==> src/cfa_pkg.sv <==
// Shared constants, register layouts and command encodings of the card file access block.
`default_nettype none
package cfa_pkg;

   // Register offsets on the plain register port.
   localparam logic [7:0] OFS_CMD   = 8'h00;
   localparam logic [7:0] OFS_FCFG  = 8'h04;
   localparam logic [7:0] OFS_SESS  = 8'h08;
   localparam logic [7:0] OFS_RES   = 8'h0c;
   localparam logic [7:0] OFS_DIR   = 8'h10;
   localparam logic [7:0] OFS_CHAL0 = 8'h20;
   localparam logic [7:0] OFS_RESP0 = 8'h30;

   // Access condition levels.
   localparam logic [3:0] LVL_ALWAYS = 4'h0;
   localparam logic [3:0] LVL_CODE1  = 4'h1;
   localparam logic [3:0] LVL_CODE2  = 4'h2;
   localparam logic [3:0] LVL_RSV    = 4'h3;
   localparam logic [3:0] LVL_ADM_LO = 4'h4;
   localparam logic [3:0] LVL_ADM_HI = 4'he;
   localparam logic [3:0] LVL_NEVER  = 4'hf;

   // Authentication operand sizes.
   localparam int unsigned CHAL_W = 128;
   localparam int unsigned RESP_W = 96;
   localparam int unsigned SIGNED_RESPONSE_W = 32;
   localparam int unsigned KEY_W  = 64;

   localparam logic [15:0] ROOT_FID  = 16'h3f00;
   localparam logic [7:0]  FIRST_REC = 8'h01;

   typedef enum logic [3:0] {
      OP_NOP        = 4'h0,
      OP_SELECT     = 4'h1,
      OP_STATUS     = 4'h2,
      OP_READ_BIN   = 4'h3,
      OP_UPDATE_BIN = 4'h4,
      OP_READ_REC   = 4'h5,
      OP_UPDATE_REC = 4'h6,
      OP_SEEK       = 4'h7,
      OP_INCREASE   = 4'h8,
      OP_RUN_AUTH   = 4'h9,
      OP_CODE2      = 4'ha
   } cfa_op_e;

   // Record modes; for a selection the same field holds the kind of file selected.
   typedef enum logic [2:0] {
      MD_CURRENT  = 3'h0,
      MD_ABSOLUTE = 3'h1,
      MD_NEXT     = 3'h2,
      MD_PREVIOUS = 3'h3
   } cfa_mode_e;
   localparam logic [2:0] SEL_ROOT = 3'h0;
   localparam logic [2:0] SEL_DIR  = 3'h1;
   localparam logic [2:0] SEL_EF   = 3'h2;

   typedef enum logic [1:0] {
      FS_TRANSPARENT = 2'h0,
      FS_LINEAR      = 2'h1,
      FS_CYCLIC      = 2'h2,
      FS_NONE        = 2'h3
   } cfa_fstruct_e;

   typedef enum logic [3:0] {
      ST_OK         = 4'h0,
      ST_DENIED     = 4'h1,
      ST_BAD_STRUCT = 4'h2,
      ST_NO_DATA    = 4'h3,
      ST_BAD_REC    = 4'h4,
      ST_NO_EF      = 4'h5,
      ST_UNINIT     = 4'h6,
      ST_BAD_OP     = 4'h7
   } cfa_status_e;

   typedef struct packed {
      logic [15:0] arg16;
      logic [7:0]  arg8;
      logic        rsv;
      logic [2:0]  mode;
      cfa_op_e     op;
   } cfa_cmd_s;

   typedef struct packed {
      logic [3:0]   rsv_hi;
      logic [3:0]   inc_ac;
      logic [3:0]   upd_ac;
      logic [3:0]   rd_ac;
      logic [7:0]   nrec;
      logic [5:0]   rsv_lo;
      cfa_fstruct_e fstruct;
   } cfa_fcfg_s;

   typedef struct packed {
      logic [12:0] rsv;
      logic [10:0] adm_mask;
      logic        code2_init;
      logic        code2_blocked;
      logic        code1_blocked;
      logic        code2_unblocked;
      logic        code2_verified;
      logic        code1_unblocked;
      logic        code1_disabled;
      logic        code1_verified;
   } cfa_sess_s;

   typedef struct packed {
      logic [5:0]  rsv_hi;
      logic        ef_sel;
      logic        busy;
      logic [7:0]  rec;
      logic [7:0]  ptr;
      logic [2:0]  rsv_lo;
      logic        ptr_valid;
      cfa_status_e status;
   } cfa_res_s;

   localparam cfa_fcfg_s FCFG_RST = cfa_fcfg_s'(32'h0fff_0003);
   localparam cfa_sess_s SESS_RST = cfa_sess_s'(32'h0000_0000);

   function automatic logic [31:0] word_of(input logic [127:0] v, input logic [1:0] i);
      word_of = v[32*i +: 32];
   endfunction : word_of

endpackage : cfa_pkg
`default_nettype wire

==> src/cfa_acc_if.sv <==
// Interface between the command logic and the access condition checker.
`default_nettype none
interface cfa_acc_if;
   import cfa_pkg::*;
   logic [3:0] level;
   cfa_sess_s  sess;
   logic       granted;
   modport chk (input level, input sess, output granted);
   modport req (output level, output sess, input granted);
endinterface : cfa_acc_if
`default_nettype wire

==> src/cfa_core.sv <==
// Card command logic: access checks, file structure gating, record pointer, auth operands.
// Operation
// - Levels: 0 always, 1 code one, 2 code two, 4-14 admin, 15 never.
// - Refuse an operation whose condition on the selected file fails.
// - Read and seek share a condition; select and status are unchecked.
// - Level 1: first code verified, disabled or unblocked this session.
// - Level 2: second code verified or unblocked this session.
// - Never-level operations are refused.
// - Levels are independent of each other.
// - A granted level lasts the session; blocking withdraws it at once.
// - A satisfied level applies in every directory.
// - Second-code commands are refused while it is uninitialized.
// - Operations only on file structures that support them.
// - Byte-string read and update only on transparent files.
// - Selection clears a linear pointer; cyclic points at record 1.
// - Status returns directory data; current file unchanged.
// - A failed record read never moves the pointer.
// - Current and absolute reads leave the pointer.
// - Undefined pointer: next reads first, previous reads last.
// - Linear next on last record fails; else pointer increments.
// - Cyclic next on last record wraps to the first.
// - Linear previous on first record fails; else pointer decrements.
// - Cyclic previous on first record wraps to the last.
// - 128-bit challenge in; 32-bit response and 64-bit key out.
// - Records number from 1, at most 255; record 1 newest.
`default_nettype none
module cfa_core
   import cfa_pkg::*;
(
   // Clock, enable and reset.
   input  wire logic                core_clk,
   input  wire logic                ce,
   input  wire logic                arst_n,
   // Register port.
   input  wire logic [7:0]          reg_addr,
   input  wire logic [31:0]         reg_wdata,
   input  wire logic                reg_we,
   input  wire logic                reg_re,
   output logic      [31:0]         reg_rdata,
   // Command completion and record fetch request.
   output logic                     cmd_done,
   output logic                     rec_read_req,
   output logic      [7:0]          rec_read_num,
   // Authentication function operands.
   output logic                     auth_start,
   output logic      [CHAL_W-1:0]   auth_challenge,
   input  wire logic                auth_done,
   input  wire logic [RESP_W-1:0]   auth_result
);

   typedef struct packed {
      logic [31:0]     rdata;
      cfa_cmd_s        cmd;
      cfa_fcfg_s       fcfg;
      cfa_sess_s       sess;
      cfa_status_e     status;
      logic [7:0]      rec;
      logic [15:0]     dir_fid;
      logic            ef_sel;
      logic [7:0]      ptr;
      logic            ptr_valid;
      logic [CHAL_W-1:0] chal;
      logic [RESP_W-1:0] resp;
      logic            busy;
      logic            auth_start;
      logic            rd_req;
      logic [7:0]      rd_num;
      logic            cmd_done;
   } cfa_state_s;

   cfa_state_s  st_reg;
   cfa_state_s  st_next;
   logic [1:0]  rst_sync_reg;
   logic        rst_n;

   cfa_acc_if acc ();

   cfa_acc_check u_check (
      .acc (acc.chk)
   );

   // The reset release is also held by the enable, so a frozen block stays frozen.
   always_ff @(posedge core_clk or negedge arst_n) begin
      if (!arst_n) begin
         rst_sync_reg <= 2'h0;
      end else if (ce) begin
         rst_sync_reg <= {rst_sync_reg[0], 1'b1};
      end
   end
   assign rst_n = rst_sync_reg[1];

   always_comb begin
      cfa_cmd_s    cmd;
      cfa_fcfg_s   fc;
      cfa_res_s    res;
      logic        needs_ef;
      logic        struct_ok;
      logic        last_rec;
      logic        first_rec;
      logic        is_cyc;
      logic [7:0]  rec;
      logic [7:0]  new_ptr;
      logic        set_ptr;
      cfa_status_e stat;
      cmd       = cfa_cmd_s'(reg_wdata);
      fc        = st_reg.fcfg;
      res       = '0;
      needs_ef  = 1'b0;
      struct_ok = 1'b1;
      rec       = 8'h00;
      new_ptr   = st_reg.ptr;
      set_ptr   = 1'b0;
      stat      = ST_OK;
      is_cyc    = (fc.fstruct == FS_CYCLIC);
      last_rec  = (st_reg.ptr == fc.nrec);
      first_rec = (st_reg.ptr == FIRST_REC);

      st_next            = st_reg;
      st_next.rdata      = 32'h0000_0000;
      st_next.auth_start = 1'b0;
      st_next.rd_req     = 1'b0;
      st_next.cmd_done   = 1'b0;

      // Session flags are global, so a code satisfied in one directory serves all.
      acc.sess  = st_reg.sess;
      acc.level = LVL_ALWAYS;
      unique case (cmd.op)
         OP_READ_BIN: begin
            acc.level = fc.rd_ac;
            needs_ef  = 1'b1;
            struct_ok = (fc.fstruct == FS_TRANSPARENT);
         end
         OP_UPDATE_BIN: begin
            acc.level = fc.upd_ac;
            needs_ef  = 1'b1;
            struct_ok = (fc.fstruct == FS_TRANSPARENT);
         end
         OP_READ_REC, OP_UPDATE_REC: begin
            acc.level = (cmd.op == OP_READ_REC) ? fc.rd_ac : fc.upd_ac;
            needs_ef  = 1'b1;
            struct_ok = (fc.fstruct == FS_LINEAR) || is_cyc;
         end
         OP_SEEK: begin
            acc.level = fc.rd_ac;
            needs_ef  = 1'b1;
            struct_ok = (fc.fstruct == FS_LINEAR);
         end
         OP_INCREASE: begin
            acc.level = fc.inc_ac;
            needs_ef  = 1'b1;
            struct_ok = is_cyc;
         end
         default: begin
            // Select and status carry no condition at all.
            acc.level = LVL_ALWAYS;
         end
      endcase

      if (reg_we && reg_addr == OFS_CMD) begin
         st_next.cmd      = cmd;
         st_next.cmd_done = 1'b1;
         if (needs_ef && !st_reg.ef_sel) begin
            stat = ST_NO_EF;
         end else if (!struct_ok) begin
            stat = ST_BAD_STRUCT;
         end else if (!acc.granted) begin
            stat = ST_DENIED;
         end else begin
            unique case (cmd.op)
               OP_SELECT: begin
                  if (cmd.mode == SEL_ROOT) begin
                     st_next.dir_fid   = ROOT_FID;
                     st_next.ef_sel    = 1'b0;
                     st_next.ptr_valid = 1'b0;
                  end else if (cmd.mode == SEL_DIR) begin
                     st_next.dir_fid   = cmd.arg16;
                     st_next.ef_sel    = 1'b0;
                     st_next.ptr_valid = 1'b0;
                  end else if (cmd.mode == SEL_EF) begin
                     // The file description must be loaded before the selection.
                     st_next.ef_sel    = (fc.fstruct != FS_NONE);
                     st_next.ptr       = FIRST_REC;
                     st_next.ptr_valid = is_cyc;
                     stat              = (fc.fstruct != FS_NONE) ? ST_OK : ST_BAD_STRUCT;
                  end else begin
                     stat = ST_BAD_OP;
                  end
               end
               OP_STATUS: begin
                  // Directory data is read back from the directory register.
                  stat = ST_OK;
               end
               OP_READ_REC: begin
                  if (fc.nrec == 8'h00) begin
                     stat = ST_BAD_REC;
                  end else begin
                     unique case (cmd.mode)
                        MD_CURRENT: begin
                           rec  = st_reg.ptr;
                           stat = st_reg.ptr_valid ? ST_OK : ST_BAD_REC;
                        end
                        MD_ABSOLUTE: begin
                           rec  = cmd.arg8;
                           stat = (cmd.arg8 >= FIRST_REC && cmd.arg8 <= fc.nrec) ?
                                  ST_OK : ST_BAD_REC;
                        end
                        MD_NEXT: begin
                           set_ptr = 1'b1;
                           if (!st_reg.ptr_valid) begin
                              rec = FIRST_REC;
                           end else if (last_rec && !is_cyc) begin
                              stat = ST_NO_DATA;
                           end else if (last_rec) begin
                              rec = FIRST_REC;
                           end else begin
                              rec = 8'(st_reg.ptr + 8'h01);
                           end
                        end
                        MD_PREVIOUS: begin
                           set_ptr = 1'b1;
                           if (!st_reg.ptr_valid) begin
                              rec = fc.nrec;
                           end else if (first_rec && !is_cyc) begin
                              stat = ST_NO_DATA;
                           end else if (first_rec) begin
                              rec = fc.nrec;
                           end else begin
                              rec = 8'(st_reg.ptr - 8'h01);
                           end
                        end
                        default: begin
                           stat = ST_BAD_OP;
                        end
                     endcase
                  end
                  new_ptr = rec;
                  if (stat == ST_OK) begin
                     st_next.rd_req = 1'b1;
                     st_next.rd_num = rec;
                     if (set_ptr) begin
                        st_next.ptr       = new_ptr;
                        st_next.ptr_valid = 1'b1;
                     end
                  end
                  // Any failure leaves the pointer where it stood.
                  st_next.rec = (stat == ST_OK) ? rec : st_reg.rec;
               end
               OP_READ_BIN, OP_UPDATE_BIN, OP_UPDATE_REC, OP_SEEK, OP_INCREASE: begin
                  // Data movement for these is done by firmware once the gate opens.
                  stat = ST_OK;
               end
               OP_RUN_AUTH: begin
                  if (st_reg.busy) begin
                     stat = ST_BAD_OP;
                  end else begin
                     st_next.auth_start = 1'b1;
                     st_next.busy       = 1'b1;
                  end
               end
               OP_CODE2: begin
                  stat = st_reg.sess.code2_init ? ST_OK : ST_UNINIT;
               end
               default: begin
                  stat = (cmd.op == OP_NOP) ? ST_OK : ST_BAD_OP;
               end
            endcase
         end
         st_next.status = stat;
      end else if (reg_we && reg_addr == OFS_FCFG) begin
         st_next.fcfg = cfa_fcfg_s'(reg_wdata);
      end else if (reg_we && reg_addr == OFS_SESS) begin
         // Writing zeros ends the session; blocked bits take effect at once.
         st_next.sess = cfa_sess_s'(reg_wdata);
      end else if (reg_we && reg_addr[7:4] == OFS_CHAL0[7:4] && reg_addr[1:0] == 2'h0) begin
         st_next.chal[32*reg_addr[3:2] +: 32] = reg_wdata;
      end

      // The response is taken only while a run is outstanding; strays are dropped.
      if (auth_done && st_reg.busy) begin
         st_next.resp = auth_result;
         st_next.busy = 1'b0;
      end

      res.status    = st_reg.status;
      res.ptr_valid = st_reg.ptr_valid;
      res.ptr       = st_reg.ptr;
      res.rec       = st_reg.rec;
      res.busy      = st_reg.busy;
      res.ef_sel    = st_reg.ef_sel;
      if (reg_re) begin
         unique case (reg_addr)
            OFS_CMD:  st_next.rdata = st_reg.cmd;
            OFS_FCFG: st_next.rdata = st_reg.fcfg;
            OFS_SESS: st_next.rdata = st_reg.sess;
            OFS_RES:  st_next.rdata = res;
            OFS_DIR:  st_next.rdata = {8'h00, st_reg.sess[7:0], st_reg.dir_fid};
            default: begin
               if (reg_addr[7:4] == OFS_CHAL0[7:4] && reg_addr[1:0] == 2'h0) begin
                  st_next.rdata = word_of(st_reg.chal, reg_addr[3:2]);
               end else if (reg_addr[7:4] == OFS_RESP0[7:4] && reg_addr[1:0] == 2'h0
                            && reg_addr[3:2] != 2'h3) begin
                  // Word 0 is the signed response, words 1 and 2 the cipher key.
                  st_next.rdata = word_of({32'h0, st_reg.resp[31:0], st_reg.resp[63:32],
                                           st_reg.resp[RESP_W-1 -: SIGNED_RESPONSE_W]},
                                          reg_addr[3:2]);
               end else begin
                  st_next.rdata = 32'h0000_0000;
               end
            end
         endcase
      end
   end

   always_ff @(posedge core_clk or negedge rst_n) begin
      if (!rst_n) begin
         st_reg         <= '0;
         st_reg.fcfg    <= FCFG_RST;
         st_reg.sess    <= SESS_RST;
         st_reg.dir_fid <= ROOT_FID;
      end else if (ce) begin
         st_reg <= st_next;
      end
   end

   assign reg_rdata      = st_reg.rdata;
   assign cmd_done       = st_reg.cmd_done;
   assign rec_read_req   = st_reg.rd_req;
   assign rec_read_num   = st_reg.rd_num;
   assign auth_start     = st_reg.auth_start;
   assign auth_challenge = st_reg.chal;

endmodule : cfa_core
`default_nettype wire

==> src/cfa_acc_check.sv <==
// Access condition checker: decides whether one condition level is fulfilled.
`default_nettype none
module cfa_acc_check
   import cfa_pkg::*;
(
   // Level and session flags in, verdict out.
   cfa_acc_if.chk acc
);
   always_comb begin
      acc.granted = 1'b0;
      if (acc.level == LVL_ALWAYS) begin
         acc.granted = 1'b1;
      end else if (acc.level == LVL_CODE1) begin
         // A blocked code withdraws whatever it granted, at once.
         acc.granted = (acc.sess.code1_verified | acc.sess.code1_disabled
                        | acc.sess.code1_unblocked) & ~acc.sess.code1_blocked;
      end else if (acc.level == LVL_CODE2) begin
         acc.granted = (acc.sess.code2_verified | acc.sess.code2_unblocked)
                       & ~acc.sess.code2_blocked;
      end else if (acc.level >= LVL_ADM_LO && acc.level <= LVL_ADM_HI) begin
         acc.granted = acc.sess.adm_mask[4'(acc.level - LVL_ADM_LO)];
      end else begin
         // Reserved and never levels are always refused by the checker.
         acc.granted = 1'b0;
      end
   end
endmodule : cfa_acc_check
`default_nettype wire

==> config.mk <==
export PLATFORM = sky130hd
export DESIGN_NAME = cfa_core
export DESIGN_NICKNAME = d
export VERILOG_FILES = /design/src/cfa_pkg.sv /design/src/cfa_acc_if.sv /design/src/cfa_core.sv /design/src/cfa_acc_check.sv
export SDC_FILE = /design/constraint.sdc
export NUM_CORES = 1
export LEC_CHECK = 0
export ABC_AREA = 0
export BUFFER_PORTS_ARGS = -buffer_cell sky130_fd_sc_hd__buf_2
export CAP_MARGIN = 20
export CORE_ASPECT_RATIO = 0.9
export CORE_MARGIN = 2
export CORE_UTILIZATION = 58
export CTS_CLUSTER_SIZE = 25
export DETAILED_ROUTE_END_ITERATION = 8
export HOLD_SLACK_MARGIN = 0.02
export PLACE_DENSITY = 0.93
export SYNTH_ARGS = -nofsm -noshare
export SYNTH_HDL_FRONTEND = slang
export SYNTH_SLANG_ARGS = --single-unit
export TNS_END_PERCENT = 1
==> constraint.sdc <==
create_clock -name core_clk -period 15 [get_ports core_clk]
set_clock_uncertainty 0.1 [all_clocks]
set_input_delay 3 -clock core_clk [delete_from_list [all_inputs] [get_ports core_clk]]
set_output_delay 3 -clock core_clk [all_outputs]
set_load 0.005 [all_outputs]
# --- After elaboration in Yosys (flattened, before gate mapping) ---
# Index checks and enable logic that the tools add are counted.
totals:
  input_bits: 142
  ff_bits: 396
  elab_cells: 217
  output_inout_bits: 171
classes:
  n_lt_le_gt_ge: 5
  add_sub_neg: 4
  n_bitwise: 11
  n_eq_ne: 34
  shift: 4
  n_mux: 74
  reduce_logical: 49
ops:
  columns: ["op", "n"]
  rows:
  - ["indexed part select 128 x 8 -> 32 bit", 2]
  - ["one-hot mux 32 bit (5 select lines)", 1]
  - ["bitwise mux 128 bit", 1]
  - ["variable shift 32 x 34 -> 128 bit (first input constant)", 1]
  - ["indexed part select 32 x 34 -> 128 bit", 1]
  - ["two-way mux 32 bit", 3]
  - ["two-way mux 8 bit", 9]
  - ["two-way mux 4 bit", 9]
  - ["two-way mux 9 bit", 4]
  - ["negator 7 -> 34 bit", 1]
  - ["two-way mux 11 bit", 3]
  - ["one-hot mux 8 bit (4 select lines)", 1]
  - ["two-way mux 3 bit", 9]
  - ["AND reduction 7 bit", 3]
  - ["equality test 4 x 2 -> 1 bit (second input constant)", 5]
  - ["one-hot mux 4 bit (5 select lines)", 1]
  - ["two-way mux 1 bit", 18]
  - ["one-hot mux 9 bit (2 select lines)", 1]
  - ["two-way mux 17 bit", 1]
  - ["equality test 4 x 3 -> 1 bit (second input constant)", 4]
  - ["equality test 8 x 4 -> 1 bit (second input constant)", 2]
  - ["zero test 8 bit", 2]
  - ["two-way mux 16 bit", 1]
  - ["one-hot mux 4 bit (4 select lines)", 1]
  - ["47 further kinds", 97]

# --- Logic depth before layout (Yosys ltp) ---
depth:
  depth_word: 22
  mapped_depth: 18
  mapped_depth_nobuf: 13

# --- By module ---
# A second synthesis with hierarchy kept.
unflattened:
  hier_cells: 2049
  area_unflattened_um2: 20761.2
modules_own_cells:
  columns: ["mod", "cells_per_inst", "area_per_inst_um2", "n_inst"]
  rows:
  - ["cfa_core", 2026, 20574.7, 1]
  - ["cfa_acc_check", 23, 186.4, 1]

# --- Least setup slack after synthesis ---
# Ideal clock, no wire load.
synth_timing:
  path_kind: "register to register"
  start: "register rst_sync_reg[1] (netlist name)"
  end: "register rst_sync_reg[1]"
  setup_ps: 130
  stages_incl_launch_ff: 2
  required_time_ps: 14770
  setup_slack_ps: 4938
  arrival_time_ps: 9831
  path_cell_list: "dfrtp_1 -> mux2_2"
synth_lines:
  columns: ["element", "line", "source"]
  rows:
  - ["end signal: assignment", "cfa_core.sv:87", "rst_sync_reg <= {rst_sync_reg[0], 1'b1};"]
  - ["end: declaration", "cfa_core.sv:73", "logic [1:0] rst_sync_reg;"]

# --- Final worst setup path ---
layout_timing:
  start: "input port reg_addr[2]"
  end: "register st_reg (netlist bit auth_challenge[61])"
layout_via:
  elab_chain_cells: 4
layout_lines:
  columns: ["element", "line", "source"]
  rows:
  - ["start: declaration", "cfa_core.sv:35", "input wire logic [7:0] reg_addr,"]
  - ["branches (longest 4 deep; another with negator 7 -> 34 bit)", null, null]
  - ["end signal: assignment", "cfa_core.sv:321", "st_reg <= st_next;"]
  - ["end: declaration", "cfa_core.sv:71", "cfa_state_s st_reg;"]
# Several ways; the timed one is not identified.
# A chain may end at the register's enable or synchronous reset.

==> reports/qor.log <==
INFO  die            boundaryPins=313
INFO  drt            dr_vias=17.2k
INFO  die            die-width=204um
INFO  yosys          flops_latches_synth=395
INFO  placement      post-place-cells=2573
INFO  sta            slew_headroom=0.194
INFO  sta            tns=0ns
INFO  drt            drtPass1Iterations=6
INFO  outcome        status=finished clean
INFO  power          power_density=98.2mW/mm2
INFO  sta            worstMarginPinSlew=1.19ns
INFO  power          power.ir.vdd_worst=88.5uV
INFO  critical_path  path_depth=9
INFO  placement      quantity_of_i_o_buffers_inserted_on_ports=312
INFO  drt            first_iteration_detailed_routing_drc_count=2573
INFO  cells_and_area postLayoutCellArea=0.0228mm2
INFO  critical_path  worst_path_max_delay_cell=sky130_fd_sc_hd__nor4b_1
INFO  drt            routed_wirelength=65.3mm
INFO  cts            tritoncts=done
INFO  yosys          syn_area=0.0208mm2
INFO  die            floorplan.die_area=0.0374mm2
INFO  critical_path  ff2ff_setup_slack=11.36ns
INFO  cts            cts_buffer_depth=3
INFO  cells_and_area fin_nets=2317
INFO  drt            drc=0
INFO  sta            min_period=6.76ns
INFO  critical_path  crit_arrival=7.03ns
INFO  yosys          yosys-top-cells-area=sky130_fd_sc_hd__dfrtp_1 45%, sky130_fd_sc_hd__mux2_2 9.1%, sky130_fd_sc_hd__nand2_1 7.8%
INFO  critical_path  cpPeakStageDelay=1.05ns
INFO  critical_path  worstSetupEndpointType=register
INFO  sta            unrepaired_setup_endpoints_after_global_routing=no
INFO  yosys          synthCells=2083
INFO  cells_and_area finish.utilization=0.649
INFO  yosys          yosysWarningCount=0
INFO  critical_path  path_cells=buf_4, inv_1, ha_1, and2_1, buf_4, nor4b_1, nand2_2, nand2_1, o21ai_0
INFO  critical_path  req_time_crit_path=15.27ns
INFO  global_route   antenna_found_initial=1
INFO  critical_path  critPathBufInv=3
INFO  yosys          netlist.top_cell.by_area=sky130_fd_sc_hd__dfrtp_1
INFO  die            placementRows=65
INFO  global_route   grt.overflow.total=0
INFO  cells_and_area fill_cells=2533
INFO  critical_path  crit_family=simple AND/OR/NAND/NOR gates
INFO  drt            routed_via_count_divided_by_cell_count=6.47
INFO  die            placeableCoreArea=0.0352mm2
INFO  sta            finalWorstSetupSlack=8.24ns
INFO  sta            setup_viol=0
INFO  cts            postCtsSetupRepairBufs=0
INFO  critical_path  most_repeated_library_cell_on_the_critical_path=sky130_fd_sc_hd__buf_4
INFO  critical_path  timing.setup.critical_path_class=in2reg
INFO  global_route   grt_pass1_wl=98.7mm
INFO  critical_path  timing.rr.end=st_reg[250]$_DFFE_PN0P_
INFO  drt            route.detailed.wl_per_inst=24.6um
INFO  cts            worst_setup_hold_path_clk_slew=0.06ns
INFO  yosys          synth_top_flop_cell=sky130_fd_sc_hd__dfrtp_1
INFO  critical_path  critPathLaunchType=input pin
INFO  cts            cts_hold_repair.buffers=0
INFO  cts            insertion_delay_of_the_later_clocked_pin_in_the_worst_skew_pair=0.54ns
INFO  critical_path  reg2reg_from=st_reg[332]$_DFFE_PN1P_
INFO  cells_and_area flow.area_growth_from_synthesis=9.82%
INFO  cts            cts_buffers=39
INFO  sta            finalHoldViolCount=0
INFO  yosys          synth_enable_flop_cells=0
INFO  yosys          seq_area_frac_synth=0.476
INFO  die            die-height=184um
INFO  cts            ctsRootBufferMaster=sky130_fd_sc_hd__clkbuf_16
INFO  yosys          asyncSetResetFlopFracSynth=1.00
INFO  global_route   number_of_global_route_vias_before_repair=16.7k
INFO  yosys          synth_nets=2248
INFO  power          static-leakage-power=11.3nW
INFO  sta            finalMaxSlewViolations=0
INFO  yosys          synth_cell_types=71
INFO  cts            cts_htree_levels=2
INFO  cells_and_area multi_input_area=0.00894mm2
INFO  yosys          postSynthAreaPerCell=9.99um2
INFO  die            initial_utilization=0.591
INFO  cts            cts.repair.resized=0
INFO  placement      dpl.hpwl=45.1mm
INFO  placement      placedInstanceArea=0.0214mm2
INFO  global_route   grt_usage=0.343
INFO  critical_path  path_max_fanout=64
INFO  placement      detailedPlace.worstSlack=7.93ns
INFO  drt            ant_nets=0
INFO  yosys          synth_top_area_frac=0.451
INFO  global_route   maximum_number_of_pins_on_one_net_before_global_route_repair=92
INFO  min_path       hp-class=reg2async
INFO  cts            cts_num_sinks=395
INFO  sta            layout_worst_path_cycle_share=0.451
INFO  cells_and_area largest_register_ffs=190
INFO  placement      finalWeightedCongestion=0.951
INFO  cells_and_area ff_latch_area=0.00991mm2
INFO  cells_and_area post_layout_instance_count_excluding_filler_cells=2653
INFO  cells_and_area drive_above_1_share=0.297
INFO  job            timing.max_cap.violations=0
INFO  critical_path  r2r.worst_path.cells=11
INFO  sta            achievable-frequency=0.148GHz
==> cell type report <==
cell class,instances,area share
Antenna cell,1,0.000110
Clock buffer,60,0.0506
Clock inverter,12,0.00805
Inverter,47,0.00772
Multi-Input combinational cell,1327,0.391
Sequential cell,395,0.434
Tap cell,469,0.0257
Timing Repair Buffer,342,0.0825
==> per-layer routing <==
metal	GRT usage	vias to the layer above	routed length, um
met2	0.531	1347	29700
met1	0.468	8376	24200
li1	-	7202	-
met3	0.0909	247	8570
met4	0.127	0	2850
met5	0	-	0
==> synth_stat cells, types with 12 or more instances <==
cell type / number
sky130_fd_sc_hd__nand2_1: 431
sky130_fd_sc_hd__dfrtp_1: 375
sky130_fd_sc_hd__o21ai_0: 176
sky130_fd_sc_hd__buf_4: 170
sky130_fd_sc_hd__mux2_2: 168
sky130_fd_sc_hd__clkbuf_1: 122
sky130_fd_sc_hd__nor2_1: 86
sky130_fd_sc_hd__a21oi_1: 55
sky130_fd_sc_hd__mux2i_1: 55
sky130_fd_sc_hd__inv_1: 47
sky130_fd_sc_hd__a221oi_1: 45
sky130_fd_sc_hd__a22oi_1: 37
sky130_fd_sc_hd__mux4_2: 33
sky130_fd_sc_hd__ha_1: 23
sky130_fd_sc_hd__dfstp_2: 20
sky130_fd_sc_hd__nand3_1: 20
sky130_fd_sc_hd__o2bb2ai_1: 20
sky130_fd_sc_hd__nor2b_1: 12
sky130_fd_sc_hd__nor3_1: 12
==> through the flow <==
step | total power [W] | hold WS, ns
CTS | 0.00224 | 0.372
floorplan | 0.00117 | 0.331
finish | 0.00224 | 0.347
global route | 0.00230 | 0.383
global placement | 0.00122 | 0.347
detailed placement | 0.00123 | 0.357
==> cells by family after synthesis <==
family	count (synthesis)	share of synthesized area
mux	256	0.153
simple gates	634	0.131
fa+ha+maj	23	0.0138
buf+inv	361	0.0968
flops	395	0.476
compound gates	401	0.124
xor+xnor	13	0.00547
==> power breakdown <==
part	internal [W]	total [W]	switching [W]
sequential	0.00108	0.00109	0.0000108
clock	0.000604	0.00103	0.000424
combinational	0.0000442	0.000126	0.0000817
==> cells in the final DEF (no fill, tap or decap), types with 8 or more instances in the layout <==
| master | netlist | routed |
|---|---|---|
| sky130_fd_sc_hd__nand2_1 | 431 | 427 |
| sky130_fd_sc_hd__dfrtp_1 | 375 | 374 |
| sky130_fd_sc_hd__buf_2 | 11 | 311 |
| sky130_fd_sc_hd__o21ai_0 | 176 | 176 |
| sky130_fd_sc_hd__mux2_2 | 168 | 168 |
| sky130_fd_sc_hd__nor2_1 | 86 | 84 |
| sky130_fd_sc_hd__a21oi_1 | 55 | 55 |
| sky130_fd_sc_hd__mux2i_1 | 55 | 55 |
| sky130_fd_sc_hd__inv_1 | 47 | 47 |
| sky130_fd_sc_hd__a221oi_1 | 45 | 45 |
| sky130_fd_sc_hd__clkbuf_16 | 0 | 40 |
| sky130_fd_sc_hd__a22oi_1 | 37 | 37 |
| sky130_fd_sc_hd__mux4_2 | 33 | 33 |
| sky130_fd_sc_hd__buf_4 | 170 | 24 |
| sky130_fd_sc_hd__ha_1 | 23 | 23 |
| sky130_fd_sc_hd__o2bb2ai_1 | 20 | 20 |
| sky130_fd_sc_hd__dfstp_2 | 20 | 20 |
| sky130_fd_sc_hd__nand3_1 | 20 | 19 |
| sky130_fd_sc_hd__nor2b_1 | 12 | 12 |
| sky130_fd_sc_hd__clkbuf_1 | 122 | 12 |
| sky130_fd_sc_hd__a21o_1 | 11 | 11 |
| sky130_fd_sc_hd__nor3_1 | 12 | 10 |
| sky130_fd_sc_hd__and2_1 | 9 | 9 |
| sky130_fd_sc_hd__nand2b_1 | 9 | 9 |
| sky130_fd_sc_hd__xnor2_1 | 9 | 9 |
| sky130_fd_sc_hd__a222oi_1 | 8 | 8 |
| sky130_fd_sc_hd__clkbuf_8 | 0 | 8 |
==> worst max path at each step <==
stage | start | end | slack (ns)
finish | reg_addr[2] | auth_challenge[61]$_DFFE_PN0P_ | 8.24
CTS | reg_addr[2] | auth_challenge[0]$_DFFE_PN0P_ | 8.41
floorplan | rst_sync_reg[1]$_DFFE_PN0P_ | acc.sess[0]$_DFFE_PN0P_ | 3.09
global route | reg_addr[2] | auth_challenge[52]$_DFFE_PN0P_ | 8.00
global placement | reg_addr[2] | auth_challenge[12]$_DFFE_PN0P_ | 8.30
detailed placement | reg_addr[2] | auth_challenge[8]$_DFFE_PN0P_ | 7.93
No activity file was read; power rests on OpenSTA's default activity.
